File: config.mk
export PLATFORM = sky130hd
export DESIGN_NAME = unit_id_baud_strap_decoder
export DESIGN_NICKNAME = d
export VERILOG_FILES = /design/src/hdl/strap_decoder_pkg.sv /design/src/hdl/unit_id_baud_strap_decoder.sv
export VERILOG_INCLUDE_DIRS = /design/src /design/src/hdl
export SDC_FILE = /design/constraint.sdc
export NUM_CORES = 1
export LEC_CHECK = 0
export ABC_AREA = 1
export ABC_CLOCK_PERIOD_IN_PS = 2300
export BUFFER_PORTS_ARGS = -buffer_cell sky130_fd_sc_hd__clkbuf_2
export CAP_MARGIN = 20
export CORE_ASPECT_RATIO = 0.75
export CORE_MARGIN = 2
export CORE_UTILIZATION = 50
export CTS_BUF_LIST = sky130_fd_sc_hd__clkbuf_4 sky130_fd_sc_hd__clkbuf_8
export DETAILED_ROUTE_END_ITERATION = 10
export PLACE_DENSITY = 0.79
export SLEW_MARGIN = 20
export SYNTH_ARGS = -nofsm -noshare
export SYNTH_HDL_FRONTEND = slang
export SYNTH_SLANG_ARGS = --single-unit
File: constraint.sdc
create_clock -name pclk -period 2.3 [get_ports pclk]
set_input_delay 0.23 -clock pclk [delete_from_list [all_inputs] [get_ports pclk]]
set_output_delay 0.23 -clock pclk [all_outputs]
set_load 0.1 [all_outputs]
File: src/hdl/strap_decoder_map.svh
// register offsets, field layouts and reset values of the strap decoder
// assumes a 32-bit apb slave with word-aligned registers
`ifndef STRAP_DECODER_MAP_SVH
`define STRAP_DECODER_MAP_SVH

`define OFS_CTRL 12'h000
`define OFS_STATUS 12'h004
`define OFS_USER_RATE 12'h008
`define OFS_ADDR_MATCH 12'h00c

`define CTRL_TX_REQ_BIT 0
`define CTRL_RELOAD_BIT 1
`define FIXED_BAUD 20'd9600
`define USER_RATE_RESET 20'd9600
`define ID_MIN 6'h01
`define ID_MAX 6'h20
`define ID_BCAST 6'h00

`endif

File: src/hdl/strap_decoder_pkg.sv
// types shared by the strap decoder
// assumes the map header supplies all numeric constants
package strap_decoder_pkg;
    typedef enum logic [1:0] {
        st_reset = 2'b00,
        st_sample = 2'b01,
        st_run = 2'b10
    } state_type;
endpackage

File: src/hdl/unit_id_baud_strap_decoder.sv
// power-up strap decoder for the host serial port rate and unit identity
// assumes straps static and synchronous to pclk, apb master on pclk
//
// Contract
// RQ1 - sample rate switch at reset, user uses project
// RQ2 - fixed position forces 9600 baud
// RQ3 - support chains of 2 to 32 units
// RQ4 - chained units use rs-485 host mode
// RQ5 - all chained units share one rate
// RQ6 - each chained unit has distinct identity
// RQ7 - identity is inverted switches plus one
// RQ8 - identity decoded once, then held
// RQ9 - exactly one unit holds identity 1
// RQ10 - transmitter enabled only answering own identity
`timescale 1ns/100ps
`include "strap_decoder_map.svh"

module unit_id_baud_strap_decoder (
    // clock and reset
    input wire logic pclk,
    input wire logic presetn,
    // apb slave
    input wire logic psel,
    input wire logic penable,
    input wire logic pwrite,
    input wire logic [11:0] paddr,
    input wire logic [31:0] pwdata,
    output logic [31:0] prdata,
    output logic pready,
    output logic pslverr,
    // straps, switch on reads 1
    input wire logic rate_switch_user,
    input wire logic identity_switch_msb,
    input wire logic [2:0] identity_switch_mid,
    input wire logic identity_switch_lsb,
    // host port link
    input wire logic rs485_mode,
    input wire logic rx_frame_valid,
    input wire logic [5:0] rx_frame_addr,
    output logic [19:0] host_baud,
    output logic [5:0] unit_id,
    output logic id_valid,
    output logic tx_enable
);

    strap_decoder_pkg::state_type state_q, state_d;
    logic rate_user_q;
    logic [5:0] id_q;
    logic [19:0] user_rate_q;
    logic [19:0] baud_q;
    logic tx_req_q;
    logic answering_q;
    logic [31:0] prdata_q;
    logic pslverr_q;

    function automatic logic [5:0] decode_id(input logic [4:0] sw);
        decode_id = {1'b0, ~sw} + `ID_MIN;
    endfunction

    wire [4:0] sw_bus = {identity_switch_msb, identity_switch_mid,
        identity_switch_lsb};
    wire access = psel && penable;
    wire wr = access && pwrite;
    wire setup = psel && !penable;
    wire setup_rd = setup && !pwrite;
    wire hit_ctrl = (paddr == `OFS_CTRL);
    wire hit_status = (paddr == `OFS_STATUS);
    wire hit_rate = (paddr == `OFS_USER_RATE);
    wire hit_match = (paddr == `OFS_ADDR_MATCH);
    wire hit_any = hit_ctrl || hit_status || hit_rate || hit_match;
    wire sampling = (state_q == strap_decoder_pkg::st_sample);
    wire running = (state_q == strap_decoder_pkg::st_run);
    wire reload = wr && hit_ctrl && pwdata[`CTRL_RELOAD_BIT];
    // own frame opens an answer window, broadcast never answered
    wire addr_mine = rx_frame_valid && running && (rx_frame_addr == id_q)
        && (rx_frame_addr != `ID_BCAST); // see RQ3
    wire [19:0] baud_sel = rate_user_q ? user_rate_q : `FIXED_BAUD;
    wire clear_answer = !tx_req_q || (wr && hit_match) || !running;
    wire tx_next = answering_q && tx_req_q && rs485_mode && running;
    wire [31:0] ctrl_word = {30'h0, 1'b0, tx_req_q};
    wire [31:0] status_word = {3'h0, rs485_mode, answering_q,
        rate_user_q, baud_q, id_q};
    wire [31:0] rate_word = {12'h0, user_rate_q};
    wire [31:0] match_word = {31'h0, answering_q};
    logic [31:0] rd_mux;

    // read decode, unmapped reads give zero
    always_comb begin
        if (hit_ctrl) begin
            rd_mux = ctrl_word;
        end else if (hit_status) begin
            rd_mux = status_word;
        end else if (hit_rate) begin
            rd_mux = rate_word;
        end else if (hit_match) begin
            rd_mux = match_word;
        end else begin
            rd_mux = 32'h0;
        end
    end

    // power-up sequence: reset, sample straps, run
    always_comb begin
        case (state_q)
            strap_decoder_pkg::st_reset: state_d = strap_decoder_pkg::st_sample;
            strap_decoder_pkg::st_sample: state_d = strap_decoder_pkg::st_run;
            strap_decoder_pkg::st_run: state_d = reload ?
                strap_decoder_pkg::st_sample : strap_decoder_pkg::st_run;
            default: state_d = strap_decoder_pkg::st_reset;
        endcase
    end

    always_ff @(posedge pclk or negedge presetn) begin
        if (!presetn) begin
            state_q <= strap_decoder_pkg::st_reset;
        end else begin
            state_q <= state_d;
        end
    end

    // identity caught once after reset release only
    always_ff @(posedge pclk or negedge presetn) begin
        if (!presetn) begin
            id_q <= `ID_MIN;
        end else if (sampling && !running && state_q != state_d
                && !id_valid) begin
            id_q <= decode_id(sw_bus); // see RQ7 see RQ8
        end
    end

    // valid flag rises once per reset
    always_ff @(posedge pclk or negedge presetn) begin
        if (!presetn) begin
            id_valid <= 1'b0;
        end else if (sampling) begin
            id_valid <= 1'b1; // see RQ8
        end
    end

    // rate switch read at reset and at a reload command
    always_ff @(posedge pclk or negedge presetn) begin
        if (!presetn) begin
            rate_user_q <= 1'b0;
        end else if (sampling) begin
            rate_user_q <= rate_switch_user; // see RQ1
        end
    end

    // active rate follows the switch caught at sampling
    always_ff @(posedge pclk or negedge presetn) begin
        if (!presetn) begin
            baud_q <= `FIXED_BAUD;
        end else if (running) begin
            baud_q <= baud_sel; // see RQ1 see RQ2
        end
    end

    always_ff @(posedge pclk or negedge presetn) begin
        if (!presetn) begin
            user_rate_q <= `USER_RATE_RESET;
        end else if (wr && hit_rate) begin
            user_rate_q <= pwdata[19:0];
        end
    end

    always_ff @(posedge pclk or negedge presetn) begin
        if (!presetn) begin
            tx_req_q <= 1'b0;
        end else if (wr && hit_ctrl) begin
            tx_req_q <= pwdata[`CTRL_TX_REQ_BIT];
        end
    end

    // answer window set by own frame, closed when software drops request, writes the match register or leaves run
    always_ff @(posedge pclk or negedge presetn) begin
        if (!presetn) begin
            answering_q <= 1'b0;
        end else if (addr_mine) begin
            answering_q <= 1'b1; // see RQ10
        end else if (clear_answer) begin
            answering_q <= 1'b0;
        end
    end

    always_ff @(posedge pclk or negedge presetn) begin
        if (!presetn) begin
            tx_enable <= 1'b0;
        end else begin
            tx_enable <= tx_next; // see RQ10 see RQ4
        end
    end

    // read data caught in the setup cycle, shown in the access cycle
    always_ff @(posedge pclk or negedge presetn) begin
        if (!presetn) begin
            prdata_q <= 32'h0;
        end else if (setup_rd) begin
            prdata_q <= rd_mux;
        end
    end

    // unmapped addresses answer with an error
    always_ff @(posedge pclk or negedge presetn) begin
        if (!presetn) begin
            pslverr_q <= 1'b0;
        end else begin
            pslverr_q <= setup && !hit_any;
        end
    end

    // zero wait states, ready in every access cycle
    always_ff @(posedge pclk or negedge presetn) begin
        if (!presetn) begin
            pready <= 1'b0;
        end else begin
            pready <= setup;
        end
    end

    assign prdata = prdata_q;
    assign pslverr = pslverr_q;
    assign host_baud = baud_q;
    assign unit_id = id_q;

endmodule

# Yosys cells after proc, flatten, opt, wreduce, memory -nomap -nowiden

Cells that the tools add are included.

Reduce and logical (&&, ||, !) cells: 33
Multiplexer cells: 9
Eq/ne operators: 7
Bitwise logic cells: 1
$add $sub $neg: 1

Operators by type and width:

| kind                                                  | count |
|---|---|
| two-way mux 32 bit                                    | 3 |
| equality test 12 x 4 -> 1 bit (second input constant) | 2 |
| two-way mux 20 bit                                    | 1 |
| logical AND 1 bit                                     | 18 |
| equality test 12 x 3 -> 1 bit (second input constant) | 1 |
| zero test 12 bit                                      | 1 |
| adder 5 x 1 -> 6 bit (second input constant)          | 1 |
| equality test 6 bit                                   | 1 |
| zero test 1 bit                                       | 6 |
| case mux 2 bit (3 select lines)                       | 1 |
| nonzero test 6 bit                                    | 1 |
| logical OR 1 bit                                      | 5 |
| NOT 5 bit                                             | 1 |
| two-way mux 1 bit                                     | 3 |
| equality test 2 x 1 -> 1 bit (second input constant)  | 1 |
| equality test 2 bit (second input constant)           | 1 |
| zero test 2 bit                                       | 1 |
| two-way mux 2 bit                                     | 1 |
| inequality test 2 bit                                 | 1 |
| nonzero test 2 bit                                    | 1 |

Bits in registers: 87
Logic and storage cells: 63
Input bits: 63
Output and inout bits: 62

# Logic depth before layout (Yosys ltp)

Gate-level depths: netlist of run 1.

Word-level depth: 9
Gate-level depth with buffers: 9
Mapped depth without buffers: 9

# Least setup slack after synthesis of run 1

No wires, ideal clock.

Path kind: flip-flop to flip-flop
Start: reg id_q[3] (netlist: unit_id[3])
End: reg answering_q
Buffers on the path: 0
Clock period less this slack: 1.711 ns
Library setup time: 0.120 ns
Stages on the path, launching flop included: 7
Data arrival time: 1.591 ns
Setup slack: 0.589 ns
Required time: 2.180 ns
Cell sequence: dfrtp_1 -> inv_1 -> or2_2 -> nand4_1 -> nor2_1 -> nand3_1 -> nand2_1

Cells in the longest elaborated chain, start to end: 4
Elaborated cells on any way between the ends: 5
Classes of those cells: eq/ne (1); mux (1); reduce/logical (3)

RTL lines:

| what                                                    | RTL line                          | RTL |
|---|---|---|
| start, declared                                         | unit_id_baud_strap_decoder.sv:48  | `logic [5:0] id_q;` |
| start signal, assigned                                  | unit_id_baud_strap_decoder.sv:124 | `` id_q <= `ID_MIN; `` |
| start signal, assigned                                  | unit_id_baud_strap_decoder.sv:127 | `id_q <= decode_id(sw_bus);` |
| equality test 6 bit (*)                                 | unit_id_baud_strap_decoder.sv:75  | `wire addr_mine = rx_frame_valid && running && (rx_frame_addr == id_q)` |
| logical AND 1 bit (*) (2 in series)                     | unit_id_baud_strap_decoder.sv:75  |  |
| two-way mux 1 bit or nonzero test 2 bit (tied branches) | --                                |  |
| end signal, assigned                                    | unit_id_baud_strap_decoder.sv:177 | `answering_q <= 1'b0;` |
| end signal, assigned                                    | unit_id_baud_strap_decoder.sv:179 | `answering_q <= 1'b1;` |
| end signal, assigned                                    | unit_id_baud_strap_decoder.sv:181 | `answering_q <= 1'b0;` |
| end, declared                                           | unit_id_baud_strap_decoder.sv:52  | `logic answering_q;` |

Mark *: on every way between the ends. The rest lies on a longest branch, timed or not.
A chain may end at the register's enable or synchronous reset.

# Worst setup path after layout of run 1

Start: reg id_q[0] (netlist: unit_id[0])
End: out unit_id[0]

RTL lines:

| what          | RTL line                         | RTL |
|---|---|---|
| end, declared | unit_id_baud_strap_decoder.sv:41 | `output logic [5:0] unit_id,` |

No word-level cell between the ends.

==> run_results.csv, run 1 <==
group,metric,value,unit
synth,ys_warn_count,0,
final_layout,multiInputGateArea,1450,um2
final_layout,layout_common_cells,"clkbuf_2 (108), nand2_1 (100), dfrtp_1 (75)",
floorplan,die_w,106,um
sta,fin_worst_skew,8.27,ps
sta,tns,0,ps
final_layout,layout_commonest_cell,"clkbuf_2",
route,first_iter_violations,265,
placed_design,place_hpwl,6830,um
placed_design,port-buffer-count,109,
synth,synth_top_family_by_area,"simple AND/OR/NAND/NOR gates",
synth,synth-seq-cells,84,
route,first_pass_iters,6,
worst_setup_path,crit_type,"reg -> out",
sta,period_share,0.713,
sta,finalCriticalPeriod,1640,ps
clock_network,root_buffer,"clkbuf_8",
hold_path,whs_endpoint,"user_rate_q[18]$_DFFE_PN0P_",
final_layout,final_nets,638,
worst_setup_path,startpoint_type,"flip-flop",
sta,slew_violations,0,
global_routing,track_usage,0.236,
synth,synth_simple_gate_area_frac,0.231,
floorplan,placementRows,27,
worst_setup_path,crit_chain,"clkbuf_2",
worst_setup_path,cp_top_family,"flip-flops",
route,drt_wl_total,9570,um
synth,synth.distinct_cells,32,
synth,ys_seq_area_frac,0.538,
worst_setup_path,critPathSlowestCell,"dfstp_2",
global_routing,grt_pass1_vias,3368,
final_layout,antennaDiodeCount,0,
worst_setup_path,critPathRequiredTime,2070,ps
clock_network,h-tree-depth,3,
clock_network,clkTransAtPathRegs,80,ps
clock_network,tritoncts,"built",
placed_design,place.gp.congestion,0.982,
worst_setup_path,reg2reg_setup_slack,750,ps
route,antenna_left,0,
sta,finalSetupViolations,0,
synth,synth.top_cell.area_share,0.478,
route,drc,0,
final_layout,drive_gt1_frac,0.311,
clock_network,cts_setup_buffers,0,
global_routing,grt_pass1_wl,15900,um
synth,yosysTopAreaCell,"dfrtp_1",
outcome,status,"complete, no violations",
synth,synth.area.mux_share,0,
floorplan,core_area,7470,um2
sta,maxSlewHeadroom,0.558,
sta,finalHoldViolCount,0,
final_layout,area_delta_synth_final,21.9,%
hold_path,hp-class,"in -> reg",
pwr,irDropWorstVdd,0.757,mV
sta,rsz0062_at_grt,"no",
route,wl_per_cell,14.1,um
final_layout,final_cells,680,
final_layout,seq_area,2110,um2
clock_network,numCtsBuffers,9,
global_routing,grt_max_degree,46,
floorplan,initial_utilization,0.526,
synth,synthArstFlopShare,1.00,
hold_path,min_path_cells,3,
synth,ys.flop_type,"dfrtp_1",
synth,ys_top_cells_by_area,"dfrtp_1 (48%), nand2_1 (9.6%), inv_1 (6.2%)",
pwr,p_per_area,1020,nW/um2
synth,synth_xor_area_frac,0.00669,
placed_design,dp_cells,663,
worst_setup_path,worstPathArrival,1410,ps
run,maxCapViolCount,0,
clock_network,clockBufferDepth,2,
route,routed_via_density,5.02,
synth,synth-compound-area-share,0.126,
worst_setup_path,rr_worst_depth,6,
global_routing,overflow,0,
worst_setup_path,endpoint_kind,"primary output",
floorplan,io_pins,125,
synth,syn_avg_cell_area,8.43,um2
sta,tightest_slew,662,ps
hold_path,worstHoldStart,"pwdata[18]",
synth,synth_cells,466,
route,routed-via-count,3412,
placed_design,placed_area,4550,um2
worst_setup_path,r2r-end,"host_baud[0]$_DFFE_PN0N_",
pwr,p_leak,0.00274,uW
sta,clock.fmax,610,MHz
final_layout,fill_cells,669,
floorplan,die_area,8590,um2
worst_setup_path,cp_max_fo,5,
clock_network,cts.sinks,84,
synth,synth-adder-area-share,0.00318,
sta,whs,116,ps
global_routing,antenna_found_initial,0,
worst_setup_path,critPathBufInv,1,
floorplan,die_y,80.8,um
worst_setup_path,timing.rr.start,"state_q[0]$_DFF_PN0_",
final_layout,final_area,4790,um2
synth,synth_area,3930,um2
clock_network,insertion_delay,350,ps
worst_setup_path,cp_slowest_stage_delay,590,ps
synth,synth-edff-count,0,
-- logic make-up (layout without fill, tap and decap cells) --
| group | after synthesis | count (layout) |
|---|---|---|
| AND/OR/NAND/NOR | 208 | 208 |
| XOR/XNOR | 3 | 3 |
| AO/OA/AOI/OAI | 81 | 81 |
| flip-flops | 84 | 84 |
| other | 1 | 3 |
| buffers and inverters | 88 | 199 |
| adder cells (fa/ha/maj) | 1 | 1 |
-- cells in the mapped netlist, types with 2 or more instances --
cell type,n
nor3_1,6
o21ai_1,11
buf_2,4
a21oi_2,17
nand3_1,26
nand2_1,100
xor2_1,3
o31ai_1,9
inv_2,3
nand2_2,2
o22ai_1,2
inv_1,65
clkbuf_1,10
dfrtp_1,75
nor2_1,53
o21ai_0,40
nor2_2,13
buf_4,3
dfstp_2,9
buf_6,3
-- state kept, by name, indices dropped and copies added, names as in the netlist --
name and flops:
prdata 29, host_baud 20, user_rate_q 20, unit_id 6, state_q 2, answering_q 1
id_valid 1, pready 1, pslverr 1, rate_user_q 1, tx_enable 1, tx_req_q 1
-- worst max path at each step --
stage                     slack, ps                           to  cells past startpoint                    from
after global routing            600     host_baud[8]$_DFFE_PN1N_                      6    state_q[0]$_DFF_PN0_
after CTS                       660                   unit_id[0]                      1  unit_id[0]$_DFFE_PN1P_
after floorplan                 590      answering_q$_DFFE_PN0P_                      6  unit_id[3]$_DFFE_PN0P_
final                           660                   unit_id[0]                      1  unit_id[0]$_DFFE_PN1P_
after global placement          600  user_rate_q[19]$_DFFE_PN0P_                      7                paddr[9]
after detailed placement        570   user_rate_q[4]$_DFFE_PN0P_                      7                paddr[9]
-- report_power, final --
part	internal [uW]	total [uW]	switching (uW)
clock network	675	1210	536
logic	282	1840	1560
registers	1680	1830	151
total	2640	4880	2240
-- routing by layer --
| layer | GRT usage | vias to the layer above | wire (um) |
|---|---|---|---|
| met5 | 0 | - | 0 |
| met4 | 0.0566 | 0 | 123 |
| met3 | 0.0602 | 17 | 658 |
| met2 | 0.398 | 127 | 4560 |
| met1 | 0.312 | 1596 | 4220 |
| li1 | - | 1672 | - |
-- layout make-up --
type	count	share of cell area
Sequential cell	84	0.441
Multi-Input combinational cell	296	0.303
Clock inverter	5	0.0172
Tap cell	101	0.0264
Clock buffer	11	0.0316
Inverter	68	0.0533
Timing Repair Buffer	115	0.127
-- per-stage QoR --
| stage | setup WS (ps) | utilization | power (uW) |
|---|---|---|---|
| 2_1_floorplan | 589 | - | 3300 |
| 3_3_place_gp | 597 | 0.609 | 3660 |
| 3_5_place_dp | 569 | 0.609 | 3690 |
| 4_1_cts | 662 | 0.642 | 4900 |
| 5_1_grt | 604 | 0.642 | 5110 |
| 6_report | 660 | 0.642 | 4880 |
-- repair_timing --
action / 4_1_cts / 5_1_grt
endpoints found under the hold margin: 34 / 0
resized for setup: 0 / 0
hold buffers: 1 / 0
(Power assumes the default switching activity.)
==> run 2, diff against run 1 <==
Settings changed: ABC_CLOCK_PERIOD_IN_PS 2300 to 1390, CORE_UTILIZATION 50 to 48.
Clock period 2.3 ns to 1.39 ns, I/O delays scaled along.
==> run 2 against run 1 <==
  * Global-route usage shrank 0.77 points
  * Wire length decreased by 0.72%
  * Sequential cell count stayed put
  * Critical endpoint is now prdata[7]
  * Design area is 5.3% higher
  * Via count increased by 0.76%
  * Register-to-register slack worse by 630 ps
  * Critical path type unchanged
==> run_results.csv, run 2 (synthesis gave the netlist of run 1 again) <==
group,metric,value,unit
outcome,status,"complete, no violations",
sta,finalCriticalPeriod,1330,ps
final_layout,layout_common_cells,"clkbuf_2 (101), nand2_1 (99), dfrtp_1 (71)",
pwr,internal_power,4590,uW
final_layout,area_delta_synth_final,28.4,%
clock_network,h-tree-depth,3,
pwr,irDropWorstVdd,1.25,mV
placed_design,placed_area,4810,um2
floorplan,die_area,8930,um2
route,drc,0,
floorplan,initial_utilization,0.496,
final_layout,multiInputGateArea,1460,um2
worst_setup_path,critPathSlowestCell,"clkbuf_2",
worst_setup_path,critPathRequiredTime,1250,ps
clock_network,cts.sinks,84,
sta,tightest_slew,560,ps
floorplan,die_w,108,um
sta,finalSetupViolations,0,
route,first_iter_violations,208,
clock_network,clkTransAtPathRegs,90,ps
final_layout,antennaDiodeCount,0,
sta,fin_worst_skew,11.8,ps
worst_setup_path,endpoint_kind,"primary output",
worst_setup_path,cp_max_fo,2,
pwr,p_leak,0.00285,uW
clock_network,clockBufferDepth,2,
sta,rsz0062_at_grt,"no",
sta,clock.fmax,750,MHz
worst_setup_path,startpoint_type,"flip-flop",
final_layout,final_nets,651,
pwr,switching_share,0.452,
pwr,switching_power,3780,uW
hold_path,hp-class,"in -> reg",
worst_setup_path,cp_slowest_stage_delay,470,ps
floorplan,io_pins,125,
route,first_pass_iters,4,
sta,finalHoldViolCount,0,
final_layout,seq_area,2120,um2
worst_setup_path,crit_chain,"clkbuf_2",
placed_design,place_hpwl,7180,um
worst_setup_path,crit_type,"reg -> out",
route,routed_via_density,4.93,
floorplan,placementRows,28,
sta,whs,21.9,ps
final_layout,final_area,5040,um2
final_layout,largest_reg_flops,29,
floorplan,die_y,82.4,um
placed_design,port-buffer-count,109,
worst_setup_path,critPathBufInv,1,
route,drt_wl_total,9500,um
floorplan,core_area,7920,um2
pwr,comb_power_share,0.410,
pwr,p_seq_frac,0.359,
sta,period_share,0.959,
placed_design,dp_cells,680,
worst_setup_path,cp_top_family,"buffers and inverters",
pwr,power_frac_clock,0.231,
global_routing,grt_pass1_wl,15800,um
final_layout,drive_gt1_frac,0.334,
placed_design,place.gp.congestion,1.01,
global_routing,grt_max_degree,36,
clock_network,insertion_delay,350,ps
global_routing,antenna_found_initial,0,
final_layout,final_util,0.637,
global_routing,grt_pass1_vias,3474,
pwr,p_total,8370,uW
final_layout,fill_cells,725,
final_layout,final_cells,697,
sta,slew_violations,0,
sta,maxSlewHeadroom,0.628,
route,wl_per_cell,13.6,um
clock_network,cts_setup_buffers,0,
route,antenna_left,0,
global_routing,track_usage,0.229,
run,maxCapViolCount,0,
route,routed-via-count,3438,
clock_network,tritoncts,"built",
pwr,p_per_area,1660,nW/um2
clock_network,numCtsBuffers,9,
worst_setup_path,worstPathArrival,1190,ps
clock_network,root_buffer,"clkbuf_8",
final_layout,layout_commonest_cell,"clkbuf_2",
global_routing,overflow,0,
-- run 2: final timing paths --
check / start / to / slack (ps) / cells after the start
min reg2reg: state_q[0]$_DFF_PN0_ / state_q[0]$_DFF_PN0_ / 440 / 1
max reg2reg: state_q[0]$_DFF_PN0_ / host_baud[13]$_DFFE_PN1N_ / 120 / 6
min: rs485_mode / tx_enable$_DFF_PN0_ / 20 / 3
max in group asynchronous: presetn / host_baud[13]$_DFFE_PN1N_ / 620 / 3
max: prdata[7]$_DFFE_PN0P_ / prdata[7] / 60 / 1
min in group asynchronous: presetn / unit_id[3]$_DFFE_PN0P_ / 220 / 2
-- run 2: metrics by stage --
stage                     setup WS, ps  setup TNS [ps]
final                             57.6               0
after global routing              11.3               0
after CTS                         31.6               0
after detailed placement          85.9               0
after global placement             127               0
after floorplan                   -146            -146
-- run 2: final cells by class --
class | count | area share
Timing Repair Buffer | 128 | 0.171
Sequential cell | 84 | 0.420
Inverter | 68 | 0.0506
Tap cell | 105 | 0.0260
Clock buffer | 9 | 0.0246
Clock inverter | 7 | 0.0196
Multi-Input combinational cell | 296 | 0.289
-- run 2: what timing repair did --
action | in CTS | in global routing
hold endpoints to repair | 79 | 0
hold buffers | 1 | 0
resized for setup | 0 | 1
setup endpoints to repair | 0 | 2
-- run 2: routing by layer --
layer  global-route usage  routed length, um
met1                0.298               4140
met2                0.381               4520
met3               0.0518                637
met4               0.0795                206
met5                    0                  0
-- run 2: power by group through the flow --
stage	Sequential [uW]	Combinational (uW)	Clock [uW]
5_1_grt	3030	3640	2090
3_3_place_gp	3040	3370	0
3_5_place_dp	3050	3430	0
6_report	3010	3430	1940
4_1_cts	3010	3450	1980
2_1_floorplan	4730	727	0
